==> config.mk <==
export PLATFORM = sky130hd
export DESIGN_NAME = sdac_core
export DESIGN_NICKNAME = d
export VERILOG_FILES = /design/src/sdac_pkg.sv /design/src/sdac_sync.sv /design/src/sdac_core.sv
export SDC_FILE = /design/constraint.sdc
export NUM_CORES = 1
export LEC_CHECK = 0
export BUFFER_PORTS_ARGS = -buffer_cell sky130_fd_sc_hd__buf_4
export CORE_MARGIN = 2
export CORE_UTILIZATION = 30
export DETAILED_ROUTE_END_ITERATION = 6
export GPL_ROUTABILITY_DRIVEN = 0
export SLEW_MARGIN = 20
export SYNTH_ARGS = -nofsm -noshare
export SYNTH_HDL_FRONTEND = slang
export SYNTH_HIERARCHICAL = 1
export SYNTH_SLANG_ARGS = --single-unit
==> constraint.sdc <==
create_clock -name clk -period 3 [get_ports clk]
set_clock_uncertainty 0.15 [all_clocks]
set_input_delay 0.45 -clock clk [delete_from_list [all_inputs] [get_ports clk]]
set_output_delay 0.45 -clock clk [all_outputs]
set_load 0.02 [all_outputs]
==> src/sdac_pkg.sv <==
// Package of constants and types for the serial DAC front end
// Notes on behaviour
// - Long frame: select low over 24 falling clocks; execute on the 24th.
// - Short frame: select low over 16 falling clocks; execute on the 16th.
// - Select rising before the final falling edge clears shift register, frame invalid.
// - Aborted frame changes neither stored code nor operating mode.
// - Power-up loads zero or midscale; held until first valid complete frame.
// - Long frame mode bits sit at frame positions 17 (upper) and 16 (lower).
// - Short frame mode bits sit at frame positions 15 (upper) and 14 (lower).
// - Mode 00 is normal with amplifier driving; other values are power-down.
// - Power-down termination: 01 one kilohm, 10 hundred kilohm, 11 open.
// - Power-down shuts analog off but keeps stored code for later restore.
// - Frames arrive most significant bit first; host reverses if needed.
// - One data bit captured per falling clock edge while select is low, up to the last frame bit.
// - Long frame: six ignored bits, two mode bits, sixteen code bits.
// - Short frame: two mode bits then 14 or 12 code bits.
package sdac_pkg;
  localparam int SDAC_LONG_BITS = 24;
  localparam int SDAC_SHORT_BITS = 16;
  localparam int SDAC_LONG_MODE_LO = 16;
  localparam int SDAC_SHORT_MODE_LO = 14;
  localparam int SDAC_MODE_W = 2;
  localparam int SDAC_CNT_W = 5;
  localparam int SDAC_CODE_MAX = 16;
  localparam logic [1:0] SDAC_MODE_RESET = 2'h0;

  typedef enum logic [1:0] {
    SDAC_MODE_NORMAL = 2'b00,
    SDAC_MODE_PD_1K = 2'b01,
    SDAC_MODE_PD_100K = 2'b10,
    SDAC_MODE_PD_OPEN = 2'b11
  } sdac_mode_t;

  typedef struct packed {
    logic amp_on;
    logic term_1k;
    logic term_100k;
    logic term_open;
  } sdac_out_t;

  typedef struct packed {
    logic sync_n;
    logic sclk;
    logic din;
  } sdac_link_t;
endpackage : sdac_pkg

==> src/sdac_sync.sv <==
// Two-flop synchroniser for the serial link pins
`timescale 1ns/1ps
`default_nettype none
module sdac_sync
  import sdac_pkg::*;
#(
  parameter int WIDTH = 3
) (
  input wire logic clk,
  input wire logic srst,
  input wire logic [WIDTH-1:0] async_in,
  output logic [WIDTH-1:0] sync_out
);
  logic [WIDTH-1:0] meta_reg;
  logic [WIDTH-1:0] meta_next;
  logic [WIDTH-1:0] sync_reg;
  logic [WIDTH-1:0] sync_next;

  // Idle value: select high, clock low, data low
  localparam logic [WIDTH-1:0] IDLE = WIDTH'(1) << (WIDTH - 1);

  always_comb begin
    meta_next = async_in;
    sync_next = meta_reg;
  end

  always_ff @(posedge clk) begin
    if (srst) begin
      meta_reg <= IDLE;
      sync_reg <= IDLE;
    end else begin
      meta_reg <= meta_next;
      sync_reg <= sync_next;
    end
  end

  assign sync_out = sync_reg;
endmodule : sdac_sync
`default_nettype wire

==> src/sdac_core.sv <==
// Serial DAC front end: frame shifting, abort, mode decode and power-on code
`timescale 1ns/1ps
`default_nettype none
module sdac_core
  import sdac_pkg::*;
#(
  parameter bit LONG_FRAME = 1'b1,
  parameter int CODE_W = 16,
  parameter bit MIDSCALE_RESET = 1'b0
) (
  input wire logic clk,
  input wire logic srst,
  input wire logic sync_n,
  input wire logic sclk,
  input wire logic din,
  output logic [CODE_W-1:0] dac_code,
  output logic [1:0] op_mode,
  output logic amp_on,
  output logic term_1k,
  output logic term_100k,
  output logic term_open,
  output logic frame_done,
  output logic frame_abort
);
  localparam int FRAME_BITS = LONG_FRAME ? SDAC_LONG_BITS : SDAC_SHORT_BITS;
  localparam int MODE_LO = LONG_FRAME ? SDAC_LONG_MODE_LO : SDAC_SHORT_MODE_LO;
  // Short frames put the code right after the mode bits; a 12-bit code leaves
  // the two lowest positions unused
  localparam int CODE_LO = MODE_LO - CODE_W;
  localparam logic [SDAC_CNT_W-1:0] LAST_CNT = SDAC_CNT_W'(FRAME_BITS - 1);
  localparam logic [CODE_W-1:0] CODE_RESET =
    MIDSCALE_RESET ? (CODE_W'(1) << (CODE_W - 1)) : '0;

  typedef enum logic [1:0] {
    SDAC_ST_IDLE = 2'b00,
    SDAC_ST_SHIFT = 2'b01,
    SDAC_ST_WAIT = 2'b10
  } sdac_state_t;

  sdac_link_t link_raw;
  sdac_link_t link_s;
  logic sclk_d_reg;
  logic sclk_d_next;
  logic sync_d_reg;
  logic sync_d_next;
  sdac_state_t state_reg;
  sdac_state_t state_next;
  logic [FRAME_BITS-1:0] shift_reg;
  logic [FRAME_BITS-1:0] shift_next;
  logic [SDAC_CNT_W-1:0] cnt_reg;
  logic [SDAC_CNT_W-1:0] cnt_next;
  logic [CODE_W-1:0] code_reg;
  logic [CODE_W-1:0] code_next;
  logic [1:0] mode_reg;
  logic [1:0] mode_next;
  sdac_out_t out_reg;
  sdac_out_t out_next;
  logic done_reg;
  logic done_next;
  logic abort_reg;
  logic abort_next;
  logic sclk_fall;
  logic sync_fall;
  logic [FRAME_BITS-1:0] full_word;

  assign link_raw = '{sync_n: sync_n, sclk: sclk, din: din};

  sdac_sync #(.WIDTH(3)) u_sync (
    .clk(clk),
    .srst(srst),
    .async_in(link_raw),
    .sync_out(link_s)
  );

  assign sclk_fall = sclk_d_reg & ~link_s.sclk;
  assign sync_fall = sync_d_reg & ~link_s.sync_n;
  // Word as it stands once the final bit is in, msb first
  assign full_word = {shift_reg[FRAME_BITS-2:0], link_s.din};

  always_comb begin
    sclk_d_next = link_s.sclk;
    sync_d_next = link_s.sync_n;
    state_next = state_reg;
    shift_next = shift_reg;
    cnt_next = cnt_reg;
    code_next = code_reg;
    mode_next = mode_reg;
    done_next = 1'b0;
    abort_next = 1'b0;
    unique case (state_reg)
      SDAC_ST_IDLE: begin
        // A new frame needs a falling select edge, not just select low
        if (sync_fall) begin
          state_next = SDAC_ST_SHIFT;
          shift_next = '0;
          cnt_next = '0;
        end
      end
      SDAC_ST_SHIFT: begin
        if (link_s.sync_n) begin
          state_next = SDAC_ST_IDLE;
          shift_next = '0;
          cnt_next = '0;
          abort_next = 1'b1;
        end else if (sclk_fall) begin
          shift_next = full_word;
          cnt_next = cnt_reg + SDAC_CNT_W'(1);
          if (cnt_reg == LAST_CNT) begin
            state_next = SDAC_ST_WAIT;
            code_next = full_word[CODE_LO +: CODE_W];
            mode_next = full_word[MODE_LO +: SDAC_MODE_W];
            done_next = 1'b1;
          end
        end
      end
      SDAC_ST_WAIT: begin
        // Extra clocks after execution are ignored until select rises
        if (link_s.sync_n) begin
          state_next = SDAC_ST_IDLE;
          shift_next = '0;
        end
      end
      default: begin
        state_next = SDAC_ST_IDLE;
      end
    endcase
    // Code is never touched by mode decode, so power-down keeps it
    out_next.amp_on = (mode_next == SDAC_MODE_NORMAL);
    out_next.term_1k = (mode_next == SDAC_MODE_PD_1K);
    out_next.term_100k = (mode_next == SDAC_MODE_PD_100K);
    out_next.term_open = (mode_next == SDAC_MODE_PD_OPEN);
  end

  always_ff @(posedge clk) begin
    if (srst) begin
      sclk_d_reg <= 1'b0;
      sync_d_reg <= 1'b1;
      state_reg <= SDAC_ST_IDLE;
      shift_reg <= '0;
      cnt_reg <= '0;
      code_reg <= CODE_RESET;
      mode_reg <= SDAC_MODE_RESET;
      out_reg <= '{amp_on: 1'b1, term_1k: 1'b0, term_100k: 1'b0, term_open: 1'b0};
      done_reg <= 1'b0;
      abort_reg <= 1'b0;
    end else begin
      sclk_d_reg <= sclk_d_next;
      sync_d_reg <= sync_d_next;
      state_reg <= state_next;
      shift_reg <= shift_next;
      cnt_reg <= cnt_next;
      code_reg <= code_next;
      mode_reg <= mode_next;
      out_reg <= out_next;
      done_reg <= done_next;
      abort_reg <= abort_next;
    end
  end

  assign dac_code = code_reg;
  assign op_mode = mode_reg;
  assign amp_on = out_reg.amp_on;
  assign term_1k = out_reg.term_1k;
  assign term_100k = out_reg.term_100k;
  assign term_open = out_reg.term_open;
  assign frame_done = done_reg;
  assign frame_abort = abort_reg;

  chk_abort_holds: assert property (@(posedge clk) disable iff (srst)
    abort_reg |-> $stable(code_reg) && $stable(mode_reg))
    else $error("aborted frame changed code or mode");

  chk_abort_clears: assert property (@(posedge clk) disable iff (srst)
    abort_reg |-> shift_reg == '0 && state_reg == SDAC_ST_IDLE)
    else $error("abort left shift register loaded");

  chk_done_count: assert property (@(posedge clk) disable iff (srst)
    done_reg |-> cnt_reg == SDAC_CNT_W'(FRAME_BITS) && state_reg == SDAC_ST_WAIT)
    else $error("frame executed at wrong edge count");

  chk_code_load: assert property (@(posedge clk) disable iff (srst)
    done_reg |-> code_reg == shift_reg[CODE_LO +: CODE_W])
    else $error("code not taken from frame");

  chk_mode_load: assert property (@(posedge clk) disable iff (srst)
    done_reg |-> mode_reg == shift_reg[MODE_LO +: SDAC_MODE_W])
    else $error("mode not taken from frame");

  chk_code_hold: assert property (@(posedge clk) disable iff (srst)
    !done_reg |-> $stable(code_reg))
    else $error("code changed without a valid frame");

  chk_amp_mode: assert property (@(posedge clk) disable iff (srst)
    ##1 (amp_on == (op_mode == 2'b00)))
    else $error("amplifier enable disagrees with mode");

  chk_term_onehot: assert property (@(posedge clk) disable iff (srst)
    $onehot({amp_on, term_1k, term_100k, term_open}))
    else $error("output termination not exclusive");

  chk_pd_keeps: assert property (@(posedge clk) disable iff (srst)
    (!amp_on && !done_reg) |-> $stable(code_reg))
    else $error("code changed in power-down");

  chk_one_bit: assert property (@(posedge clk) disable iff (srst)
    (state_reg == SDAC_ST_SHIFT && !link_s.sync_n && !sclk_fall) |=> $stable(cnt_reg))
    else $error("bit count moved without a falling clock");
endmodule : sdac_core
`default_nettype wire

After elaboration in Yosys (flattened, before gate mapping)
Cells that the tools add are included.

$add $sub $neg: 1. Eq/ne operators: 10. Muxes and demuxes: 21. Bitwise gates (word level): 6. Reduce and logical (&&, ||, !) cells: 10.

Operators with widths (count): 2-to-1 mux 17 bit (4); case mux 17 bit (3 select lines) (1); 2-to-1 mux 2 bit (9); 2-to-1 mux 5 bit (3); AND reduction 4 bit (3); case mux 5 bit (2 select lines) (1); equality test 2 bit, second input constant (3); inequality test 3 x 2 -> 1 bit, second input constant (2); case mux 2 bit (3 select lines) (1); adder 5 x 1 -> 5 bit, second input constant (1); equality test 5 bit, second input constant (1); equality test 2 x 1 -> 1 bit, second input constant (2); zero test 2 bit (2); NOT 1 bit (4); OR reduction 4 bit (1); AND reduction 3 bit (1); nonzero test 3 bit (1); AND 1 bit (2); 2-to-1 mux 1 bit (2); inequality test 2 x 1 -> 1 bit, second input constant (1); inequality test 2 bit, second input constant (1); nonzero test 2 bit (1); OR reduction 2 bit (1).

Register bits after elaboration: 56. Input bits: 5. Output and inout bits: 24. Logic and storage cells: 63.

Logic depth before layout (Yosys ltp)
Gate-level depths: netlist of the first run.

Depth after elaboration: 6. Gate-level depth with buffers: 8. Depth with buffers taken out: 5.

Cells and area by module
The synthesis of the first run kept the hierarchy.

Modules (own cells, without submodules): sdac_core (instances 1, cells an instance 231, area each 2015.7 µm², seq. area each 1001.0 µm²); sdac_sync (instances 1, cells an instance 12, area each 157.7 µm², seq. area each 120.1 µm²).

Least setup slack after synthesis of the first run
OpenSTA, ideal clock, no wires.

Kind: register to register. Start: register state_reg[0]. End: register code_reg[10], in the netlist dac_code[10]. Setup time: 132 ps. Arrival: 1702 ps. Required time: 2718 ps. Slack: 1016 ps. Cell stages (with the launch flop): 9. Buffers on the path: 4. Clock period less this slack: 1984 ps. Cells stage by stage: dfxtp_1 > buf_4 > or3b_1 > buf_2 > or3_1 > buf_2 > buf_2 > nand2_1 > a21oi_1.

Cells in the longest elaborated chain, start to end: 2.

RTL lines: start: declaration (line sdac_core.sv:46) `sdac_state_t state_reg;`; start signal: assignment (line sdac_core.sv:149) `state_reg <= state_next;`; equality test 2 x 1 -> 1 bit (line sdac_core.sv:90) `unique case (state_reg)`; AND reduction 4 bit (no line); end signal: assignment (line sdac_core.sv:152) `code_reg <= code_next;`; end: declaration (line sdac_core.sv:52) `logic [CODE_W-1:0] code_reg;`.

No other way between the ends. A chain may end at the register's enable or synchronous reset.

Worst setup path after layout of the first run
Start: register state_reg[0]. End: register out_reg, in the netlist amp_on.

Cells in the longest elaborated chain, start to end: 3.

RTL lines: equality test 2 x 1 -> 1 bit (line sdac_core.sv:90); 2-to-1 mux 2 bit (line sdac_core.sv:90); zero test 2 bit (line sdac_core.sv:128) `out_next.amp_on = (mode_next == SDAC_MODE_NORMAL);`; end signal: assignment (line sdac_core.sv:143) `out_reg <= '{amp_on: 1'b1, term_1k: 1'b0, term_100k: 1'b0, term_open: 1'b0};`; end signal: assignment (line sdac_core.sv:154) `out_reg <= out_next;`; end: declaration (line sdac_core.sv:56) `sdac_out_t out_reg;`.

No other way between the ends.

==> results.md, run 1 <==
Global routing:
- The total congestion overflow is 0.
- The initial antenna violation count came to 0.
- The global-route usage over all layers is 0.1139.
- The largest net degree at the start of global routing is 70.
- The first global-routing pass estimated 7.182 mm of wire.
- The number of global-route vias before repair was 1551.

STA:
- The number of failing hold endpoints at the final stage is 0.
- Timing would allow up to 471.0 MHz.
- Setup repair after global routing left no endpoint under its margin.
- Measured against its own limit, the worst slew margin works out to 0.5238.
- The setup TNS is 0 ns.
- Setup violations remaining at the end of the flow were counted as 0.
- The number of pins with negative max-slew slack in the final report came to 0.
- Of the available clock period, the critical path in the final layout requires 0.7076.
- The transition at the pin with the smallest max-transition slack is 0.7112 ns.
- The final critical path time including I/O delays and setup is 2.123 ns.

Power and ir drop:
- In this run the static leakage power is 0.8535 nW.
- IR analysis of the VDD net gives a maximum drop of 218.4 uV.
- Dividing total power by cell area gives a power density of 459.7 nW/um^2.

Yosys:
- Of the post-synthesis cell area, the dominant cell type holds 0.5158.
- The synthesized area per cell is 8.944 um^2.
- The cell count after synthesis came out at 243.
- The sequential-to-total area share from yosys stat is 0.5158.
- During synthesis, Yosys emitted a total of 6 warnings.
- Summed over all instances, the cell type with the most area after synthesis is sky130_fd_sc_hd__dfxtp_1.
- Summing every instance area after synthesis gives 2173 um^2.
- The number of distinct library cells after synthesis is 33.
- The synthesized design contains 0 enable-type register cells.
- The number of synthesized register bits is 56.
- The dominant synthesized flop cell is sky130_fd_sc_hd__dfxtp_1.
- The post-synthesis async set-or-reset flop share is 0.
- By area the synthesized netlist is led by sky130_fd_sc_hd__dfxtp_1 (52%), sky130_fd_sc_hd__nand2_1 (6.9%), sky130_fd_sc_hd__nand4b_1 (6.9%).
- The number of nets handed over by synthesis was 249.

Floorplan:
- For this design the top-level I/O count stands at 29.
- The core outline area is 7137 um^2.
- From left edge to right edge, the die measures 89.12 um.
- The die covers 7941 um^2.
- The die is 89.12 um tall.
- For this configuration, the core starts out at a cell density of 0.3045.
- The number of rows created at floorplan is 31.

Clock tree:
- The total number of clock tree sinks is 56.
- The number of post-CTS setup repair buffers is 0.
- The clock insertion delay at the later pin of the skew report is 0.30 ns.
- The clock tree from TritonCTS is done.
- The largest buffer count on any clock path is 2.
- Post-CTS repair changed the size of 0 cells.
- After clock tree synthesis, the clock-pin slew on the worst setup and hold paths is 0.09 ns.
- The root buffer cell is sky130_fd_sc_hd__clkbuf_8.
- The H-tree generated during clock tree synthesis spans 2 levels.
- Counting the buffers created by CTS gives 5.
- In this run, post-CTS hold repair placed 0 buffers.

Run status:
- The run finished with clean final reports.

Finish:
- The filler cells instantiated in the layout total 773.
- Of the cells placed in the final design, the portion with a size suffix greater than 1 is 0.1698.
- The most frequent standard cell in the layout excluding fill and tap cells is sky130_fd_sc_hd__dfxtp_1.
- The post-layout net count is 271.
- The antenna diode instance count is 0.
- The top cell types in the final layout, fill and taps aside, are sky130_fd_sc_hd__dfxtp_1 (56), sky130_fd_sc_hd__nand2_1 (40), sky130_fd_sc_hd__buf_4 (34).
- The register with the most flip-flops in the layout has 17 of them.
- The count of cells in the finished layout, fillers not included, comes to 364.
- The area growth from synthesis to layout is 17.50%.

Route:
- For this run, the detailed router's first-pass iteration total came to 4.
- Using the TritonRoute via totals, the vias-per-cell ratio works out to 4.690.
- In the final routed layout, each cell accounts on average for 11.65 um.
- Summing over every cut layer, the via total after detailed routing is 1707.
- The count of nets left with antenna violations once routing finished came out at 0.
- After the first detailed-routing iteration, the DRC count stood at 93.
- Summed over all layers, the routed wires come to 4.242 mm.
- After detailed routing, the number of remaining DRC violations is 0.

Worst setup path:
- The worst setup path is launched from a flip-flop.
- The data arrival time of the critical path is 2.16 ns.
- On the critical path, the stage with the largest delay is an instance of sky130_fd_sc_hd__or3b_1.
- The signal on the critical path passes through or3b_1 -> nor3_2 -> buf_4 -> nor3_1 -> or3_1.
- The number of cells on the worst reg-to-reg path is 5.
- In this run the worst path has a maximum fanout of 18.
- For this run, the slowest stage of the critical path takes 0.50 ns.
- The endpoint identified for the worst register-to-register timing path is amp_on.
- For the worst setup path, the data required time is 3.04 ns.
- The startpoint identified for the worst register-to-register timing path is state_reg[0].
- The element type at the critical path end is a flip-flop.
- The reg-to-reg setup timing slack is 0.88 ns.
- The total buffers and inverters traversed by the critical path is 1.
- The kind of cell adding the most delay to the critical path is simple AND/OR/NAND/NOR gates.
- The setup path with the least slack is of type reg -> reg.

Placed design:
- The count of input and output buffers is 28.
- Once placement completed, the tool counted placed cells totaling 357.
- The placed wire-length estimate after detailed placement is 2.638 mm.

Hold path:
- In this run the worst hold path is classified as in -> reg.
- The launch point of the worst hold path is sync_n.
- The cell count of the worst hold path is 2.
- The hold-critical path endpoint is u_sync/meta_reg[2].

Job:
- Across the run, the number of max-cap violations was 0.
==> worst max path at each step <==
stage,depth (start not counted),start,endpoint
floorplan,8,state_reg[0],dac_code[10]
global placement,5,state_reg[0],amp_on
detailed placement,5,state_reg[0],amp_on
CTS,5,state_reg[0],amp_on
global route,5,state_reg[0],amp_on
finish,5,state_reg[0],amp_on
==> Yosys cell counts (2+ instances only) <==
cell type and count:
sky130_fd_sc_hd__nand3b_1 16, sky130_fd_sc_hd__or3_1 3, sky130_fd_sc_hd__dfxtp_1 56, sky130_fd_sc_hd__a31oi_1 2, sky130_fd_sc_hd__o31ai_1 2, sky130_fd_sc_hd__nor2b_1 8, sky130_fd_sc_hd__nand2b_1 5, sky130_fd_sc_hd__nand4b_1 17
sky130_fd_sc_hd__nor3_1 4, sky130_fd_sc_hd__nand2_1 40, sky130_fd_sc_hd__or2_1 2, sky130_fd_sc_hd__nand3_1 6, sky130_fd_sc_hd__or2_2 2, sky130_fd_sc_hd__o41ai_1 2, sky130_fd_sc_hd__buf_2 5, sky130_fd_sc_hd__a21oi_1 23
sky130_fd_sc_hd__inv_1 3, sky130_fd_sc_hd__o21ai_0 17, sky130_fd_sc_hd__clkbuf_1 13, sky130_fd_sc_hd__nor2_1 4
==> area by class of cell <==
cell class                      count  area (um^2)  area share
Sequential cell                    56         1121      0.4390
Multi-Input combinational cell    165        964.7      0.3778
Timing Repair Buffer               34        255.2     0.09995
Tap cell                           99        123.9     0.04851
Clock buffer                        6        72.57     0.02842
Inverter                            3        11.26    0.004410
Clock inverter                      1        5.005    0.001960
==> metrics by stage <==
stage	instance area (um^2)	setup WS, ns	util	hold slack, ns	power (mW)
after global placement	2476	0.9607	0.3470	0.2367	0.8089
after floorplan	2173	1.016	-	0.2332	0.7970
after global routing	2554	0.7558	0.3578	0.1656	1.220
final	2554	0.8771	0.3578	0.1691	1.174
after detailed placement	2476	0.9035	0.3470	0.2400	0.8090
after CTS	2554	0.8785	0.3578	0.1619	1.191
==> cells by family (layout without fill, tap and decap cells) <==
kind of cell	Yosys count	after routing	share of synthesized area
AOI/OAI and AO/OA	49	49	0.1249
adders and majority gates	1	1	0.005756
muxes	1	1	0.004606
DFF	56	56	0.5158
buffers and inverters	22	44	0.04260
and+or+nand+nor	114	114	0.3063
==> report_power, final <==
group	internal (mW)	leakage, nW	switching [mW]
Clock	0.159	0.0410	0.224
Combinational	0.0163	0.360	0.0241
Sequential	0.748	0.453	0.00292
==> routing by layer <==
layer | track usage | routed length [um]
met1 | 0.1568 | 2173
met2 | 0.1764 | 1854
met3 | 0.02678 | 166
met4 | 0.03799 | 46
met5 | 0 | 0
No activity file was read; power rests on OpenSTA's default activity.
==> run 2: changes to the inputs <==
==> constraint.sdc (replaced) <==
create_clock -name clk -period 1.75 [get_ports clk]
set_clock_uncertainty 0.15 [all_clocks]
set_input_delay 0.2625 -clock clk [delete_from_list [all_inputs] [get_ports clk]]
set_output_delay 0.2625 -clock clk [all_outputs]
set_load 0.02 [all_outputs]
==> run 2 against run 1 <==
Against the previous run:
- the run now ends with negative setup slack left
- die area unchanged
- critical path depth decreased by 1
- worst setup slack worse by 0.93 ns
- fmax up 18%
- largest power group unchanged
==> results.md, run 2 (same netlist as run 1, synthesis figures left out) <==
Run status:
- The run finished, with violations left.
- The final reports fail on negative setup slack.

Global routing:
- Entering global routing, the biggest net connects 38 pins.
- The number of global-route vias before repair is 1679.
- The initial antenna violation count was 0.
- The total overflow left after global routing is 0.
- The first global-routing pass estimated 7.686 mm of wire.
- Across every metal layer, demand over resource in global routing totals 0.1207.

Worst setup path:
- STA puts the critical path data required time at 1.82 ns.
- The worst register-to-register path has a depth of 4.
- The data arrival time of the critical path is 1.87 ns.
- The reg-to-reg setup timing slack is -0.05 ns.
- The endpoint of the most critical register-to-register path is term_1k.
- The endpoint of the most critical setup path is term_1k.
- In this run the worst setup path begins at u_sync/sync_out[2].
- The element type at the critical path end is a flip-flop.
- The critical path is of the reg -> reg type.
- Along the worst path, the maximum fanout reaches 4.
- The worst register-to-register path begins at u_sync/sync_out[2].
- The startpoint kind of the worst setup timing path is a flip-flop.

Job:
- The number of max-cap violations is 0.

Power and ir drop:
- Of the total power, the clock network draws 0.343.
- Overall power consumption after layout is estimated at 2.090 mW.
- The power density over the cells is 750.7 nW/um^2.
- The worst-case IR drop observed on VDD is 452.1 uV.
- The switching power share of the total is 0.2125.
- The analysis attributes to cell leakage a power of 0.9870 nW.
- Of the total power, registers draw 0.614.
- The analysis attributes to net switching a power of 0.4442 mW.
- Internal power comes to 1.646 mW.
- The relative contribution of combinational cells to total power is 0.043.

Finish:
- Across the whole layout, storage elements account for 1129 um^2.
- Of the cells placed in the final design, the portion with a size suffix greater than 1 is 0.2657.
- The most frequent standard cell in the layout excluding fill and tap cells is sky130_fd_sc_hd__dfxtp_1.
- The antenna diode instance count is 0.
- In the layout the commonest cells are sky130_fd_sc_hd__dfxtp_1 (52), sky130_fd_sc_hd__buf_4 (49), sky130_fd_sc_hd__nand2_1 (40).
- The layout has 769 filler cells.
- The area taken by multi-input logic gates is 1013 um^2.
- The flip-flop count of the largest register after layout is 17.
- The post-layout net count is 291.
- Relative to the synthesized area, the layout overhead comes to 28.09%.
- The finished layout holds 385 standard cells, fillers aside.

STA:
- The timing-limited maximum frequency is 554.1 MHz.
- The worst relative slew slack is 0.7871.
- The count of final setup violators is 2.
- The number of pins with negative max-slew slack in the final report is 0.
- The share of the clock period used by the worst path after layout is 1.031.
- The number of failing hold endpoints at the final stage is 0.
- The smallest setup slack after layout is -0.05462 ns.
- The routed design could run at a clock period as short as 1.805 ns.
- Setup repair after global routing could not meet its margin everywhere.
- For the pin with the worst max-slew slack, the measured transition is 0.3113 ns.
- Hold is met by 0.02128 ns.

Route:
- The wire length per cell after detailed routing is 11.99 um.
- The first routing iteration left 68 violations.
- The detail route stage leaves a number of antenna-violating nets equal to 0.
- The number of remaining DRC errors is 0.
- Detailed routing inserted a total of 1832 vias.
- In the routed layout, each cell is associated on average with a via count of 4.758.
- Wires add up to 4.616 mm.
- The first TritonRoute pass finished after 4 iterations.

Clock tree:
- In this run the deepest clock path goes through 2 buffers.
- The clock tree from TritonCTS is done.
- The root buffer cell is sky130_fd_sc_hd__clkbuf_8.
- The H-tree was split into 2 levels.
- The clock-pin slew reported for the worst setup and hold paths after clock tree synthesis is 0.09 ns.
- The total number of clock tree sinks is 56.
- The clock insertion delay at the later pin of the skew report is 0.30 ns.
- The number of clock buffers added by TritonCTS is 5.

Hold path:
- The launch point of the worst hold path is sclk.
- The worst min-delay path category is in -> reg.

Floorplan:
- The number of top-level pins is 29.
- Measured along the y axis, the die boundary spans 89.12 um.
- The full die area is 7941 um^2.
- The initial utilization of the core area, before any placement, comes to 0.3045.
- The core region is 7137 um^2.
- After floorplanning, the core was divided into 31 placement rows.
- The die extent in x is 89.12 um.

Placed design:
- The placed wire-length estimate after detailed placement is 2.891 mm.
- Counting tap cells, the placed design contains a total of 372 instances.
- The count of input and output buffers is 28.
-- run 2: cell types whose count changed in the layout (fill, tap and decap cells not counted), sizes merged --
cell,before,now
buf,34,53
clkbuf,6,8
clkinv,1,0
dlygate4sd3,0,1
-- run 2: metal layers --
metal | part of all wire | up-vias | global-route usage
li1 | - | 931 | -
met1 | 0.48 | 865 | 0.1585
met2 | 0.46 | 32 | 0.2013
met3 | 0.047 | 4 | 0.02862
met4 | 0.0063 | 0 | 0.02849
met5 | 0 | - | 0
-- run 2: metrics by stage --
step                utilization  setup WS (ns)  setup TNS (ns)  instance area [um^2]
CTS                      0.3813       -0.06827         -0.4753                  2721
detailed placement       0.3636        -0.1094         -0.6748                  2595
global route             0.3901       -0.09490         -0.6762                  2784
floorplan                     -        -0.2112          -2.379                  2202
global placement         0.3636       -0.08514         -0.2046                  2595
finish                   0.3901       -0.05462        -0.05633                  2784
-- run 2: worst min-delay path by stage --
stage | to | slack, ns | cells past startpoint
floorplan | u_sync/meta_reg[0] | 0.18 | 1
global placement | u_sync/sync_out[2] | 0.25 | 1
detailed placement | u_sync/sync_out[2] | 0.24 | 1
CTS | u_sync/meta_reg[0] | 0.01 | 2
global route | u_sync/meta_reg[1] | 0.01 | 2
finish | u_sync/meta_reg[1] | 0.02 | 2
-- run 2: critical path, stage by stage, from the launching register on --
cell	delay, ns
sky130_fd_sc_hd__dfxtp_4	0.36
sky130_fd_sc_hd__or3b_4	0.39
sky130_fd_sc_hd__or3_4	0.34
sky130_fd_sc_hd__or4_4	0.42
sky130_fd_sc_hd__o41ai_2	0.06
-- run 2: power groups by stage --
stage          registers [mW]  clock network [mW]  logic, mW
6_report                 1.28               0.716     0.0899
5_1_grt                  1.29               0.798     0.0985
4_1_cts                  1.28               0.746     0.0841
3_5_place_dp             1.32                   0     0.0799
3_3_place_gp             1.32                   0     0.0799
2_1_floorplan            1.32                   0     0.0519
-- run 2: area by class of cell --
cell class,count,share of cell area
inverter,3,0.004045
clock buffer,8,0.03236
sequential,56,0.4054
tap,99,0.04449
timing repair buffer,54,0.1497
multi-input combinational,165,0.3640
-- run 2: what timing repair did --
action                     CTS  global route
hold endpoints to repair     1             0
pin swaps                    2             1
hold buffers                 1             0
setup endpoints to repair   27            30
cloned                       0             1
setup buffers                1             2
resized for setup            6            11
==> run 3: changes to the inputs <==
--- a/config.mk
+++ b/config.mk
@@ -10,6 +10,7 @@
 export CORE_UTILIZATION = 30
 export DETAILED_ROUTE_END_ITERATION = 6
 export GPL_ROUTABILITY_DRIVEN = 0
+export PLACE_DENSITY = 0.55
 export SLEW_MARGIN = 20
 export SYNTH_ARGS = -nofsm -noshare
 export SYNTH_HDL_FRONTEND = slang
==> run 3 against run 2 <==
Against the previous run:
- the flow still finishes with violations (negative setup slack)
- final area is 0.49% higher
- register-to-register slack hardly changed
- worst hold slack worse by 0.015 ns
- power hardly changed
- final cell count is 0.26% higher
==> results.md, run 3 (same netlist as run 1, synthesis figures left out) <==
Floorplan:
- The die is 89.12 um wide.
- The number of rows created at floorplan is 31.
- 29 I/O pins were placed.
- The full die area is 7941 um^2.
- The effective utilization at floorplan is 0.3045.
- The die extent in y is 89.12 um.
- The core outline area is 7137 um^2.

Clock tree:
- Counting along the longest clock path gives a buffer depth of 2.
- The clock tree from TritonCTS is done.
- The number of buffers inserted during clock tree synthesis is 5.
- The clock reaches the later pin of the worst-skew pair after 0.31 ns.
- After clock tree synthesis, the clock-pin slew on the worst setup and hold paths is 0.09 ns.
- Counting every sink on the clock net gives 56.
- In this run the clock root is driven by a sky130_fd_sc_hd__clkbuf_8.
- The H-tree depth is 2.

Global routing:
- For this run the aggregate overflow at the end of global routing stands at 0.
- The largest net degree at the start of global routing is 32.
- In the global route stage, overall resource usage came out at 0.1254.
- The number of global-route vias before repair is 1712.
- The initial antenna violation count is 0.
- The first global-routing pass estimated 7.714 mm of wire.

Power and ir drop:
- Internal power comes to 1.610 mW.
- The design draws 2.088 mW.
- The leakage component of the power is 0.9864 nW.
- Of the total power, the share spent switching nets is 0.2292.
- Of the total power, the clock network draws 0.341.
- The portion of total power attributed to sequential cells is 0.615.
- The relative contribution of combinational cells to total power is 0.043.
- Summed over all nets, the switching power comes to 0.4786 mW.
- The power density over the cells is 746.4 nW/um^2.
- The worst IR drop on VDD is 277.2 uV.

Placed design:
- The area after detailed placement is 2610 um^2.
- After legalization and detailed placement, the total HPWL measured 3.056 mm.
- Once placement completed, the tool counted placed cells totaling 374.
- The count of input and output buffers is 28.

STA:
- Timing would allow up to 553.0 MHz.
- The worst relative slew slack is 0.7759.
- The routed design could run at a clock period as short as 1.808 ns.
- Setup violations remaining at the end of the flow were counted as 1.
- The number of pins with negative max-slew slack in the final report is 0.
- Setup repair after global routing could not meet its margin everywhere.
- The share of the clock period used by the worst path after layout is 1.033.
- Hold is met by 0.005833 ns.
- The smallest setup slack after layout is -0.05843 ns.
- The number of failing hold endpoints at the final stage is 0.
- At the pin with the least slew margin, the transition time is 0.3277 ns.
- In the final timing run, aggregate negative setup slack is -0.05843 ns.

Route:
- The detail route stage leaves a number of antenna-violating nets equal to 0.
- After detailed routing, the average wire length per cell comes to 12.27 um.
- The routed wire length is 4.738 mm.
- The detail-routed via count per cell is 4.720.
- After the first detailed-routing iteration, the DRC count stood at 97.
- Across all layers, the routed design uses 1822 vias.
- The number of remaining DRC errors is 0.
- Before antenna repair, the detailed router went through 4 iterations.

Finish:
- The filler-free cell count of the finished design is 386.
- The area growth from synthesis to layout is 28.73%.
- The final layout contains 292 nets.
- Counting the fill cells in the layout gives 767.
- In the final layout, the share of cells above drive strength 1 is 0.2718.
- The flip-flop count of the largest register after layout is 17.
- The number of antenna diodes in the final layout is 0.
- Once layout is done, the placed cells without fillers occupy 2798 um^2.
- The library cells used most frequently in the layout, excluding fill and tap cells, are sky130_fd_sc_hd__dfxtp_1 (51), sky130_fd_sc_hd__buf_4 (51), sky130_fd_sc_hd__nand2_1 (40).

Worst setup path:
- The data arrival time of the critical path is 1.88 ns.
- The top fanout value on the critical path is 3.
- The worst setup path is launched from a flip-flop.
- Traced cell by cell, the critical path runs through or3b_4 -> or3_4 -> or4_4 -> o41ai_2.
- The worst setup path category is reg -> reg.
- The critical path contains buffers and inverters numbering 0 combined.
- The kind of cell adding the most delay to the critical path is simple AND/OR/NAND/NOR gates.
- The required time of the critical path is 1.82 ns.
- The worst setup path is captured at a flip-flop.
- The cell at the slowest stage of the critical path is sky130_fd_sc_hd__or4_4.
- In this design, the stage delay of the slowest critical-path cell is 0.42 ns.

Hold path:
- The worst min-delay path category is in -> reg.

Run status:
- The checks that failed: negative setup slack.
- The flow ran to the end, but the final reports show violations.

Job:
- The number of max-cap violations is 0.
-- run 3: worst paths after layout --
check	slack, ns	end	depth (start not counted)	startpoint
worst min register to register	0.30	u_sync/sync_out[1]	1	u_sync/meta_reg[1]
worst max register to register	-0.06	term_1k	4	state_reg[1]
worst min-delay path	0.006	u_sync/meta_reg[0]	2	din
worst max-delay path	-0.06	term_1k	4	state_reg[1]
-- run 3: timing repair --
item                                    4_1_cts  5_1_grt
setup buffers                                 0        4
pin swaps                                     1        6
endpoints found under the setup margin        4       21
gates resized for setup                       2       14
gates cloned                                  0        0
hold endpoints to repair                      1        0
hold buffers                                  1        0
-- run 3: power by group through the flow --
stage               logic (mW)  registers (mW)  clock network (mW)
CTS                     0.0892            1.29               0.741
finish                  0.0901            1.29               0.713
floorplan               0.0519            1.32                   0
global route            0.0996            1.29               0.790
detailed placement      0.0875            1.31                   0
global placement        0.0872            1.31                   0
-- run 3: per-layer routing --
layer  wire length (um)  track usage
met5                  0            0
met4                 88      0.05699
met3                169      0.03139
met2               2140       0.1933
met1               2339       0.1656
-- run 3: cell type report --
| type | instances | area (um^2) | area share |
|---|---|---|---|
| sequential | 56 | 1127 | 0.4030 |
| multi-input combinational | 165 | 1020 | 0.3645 |
| timing repair buffer | 55 | 426.7 | 0.1525 |
| tap | 99 | 123.9 | 0.04428 |
| clock buffer | 6 | 72.57 | 0.02594 |
| clock inverter | 2 | 16.27 | 0.005814 |
| inverter | 3 | 11.26 | 0.004025 |
-- run 3: through the flow --
stage | setup slack [ns] | utilization
floorplan | -0.2112 | -
global placement | -0.03833 | 0.3657
detailed placement | -0.06961 | 0.3657
CTS | -0.06497 | 0.3801
global route | -0.09771 | 0.3920
finish | -0.05843 | 0.3920
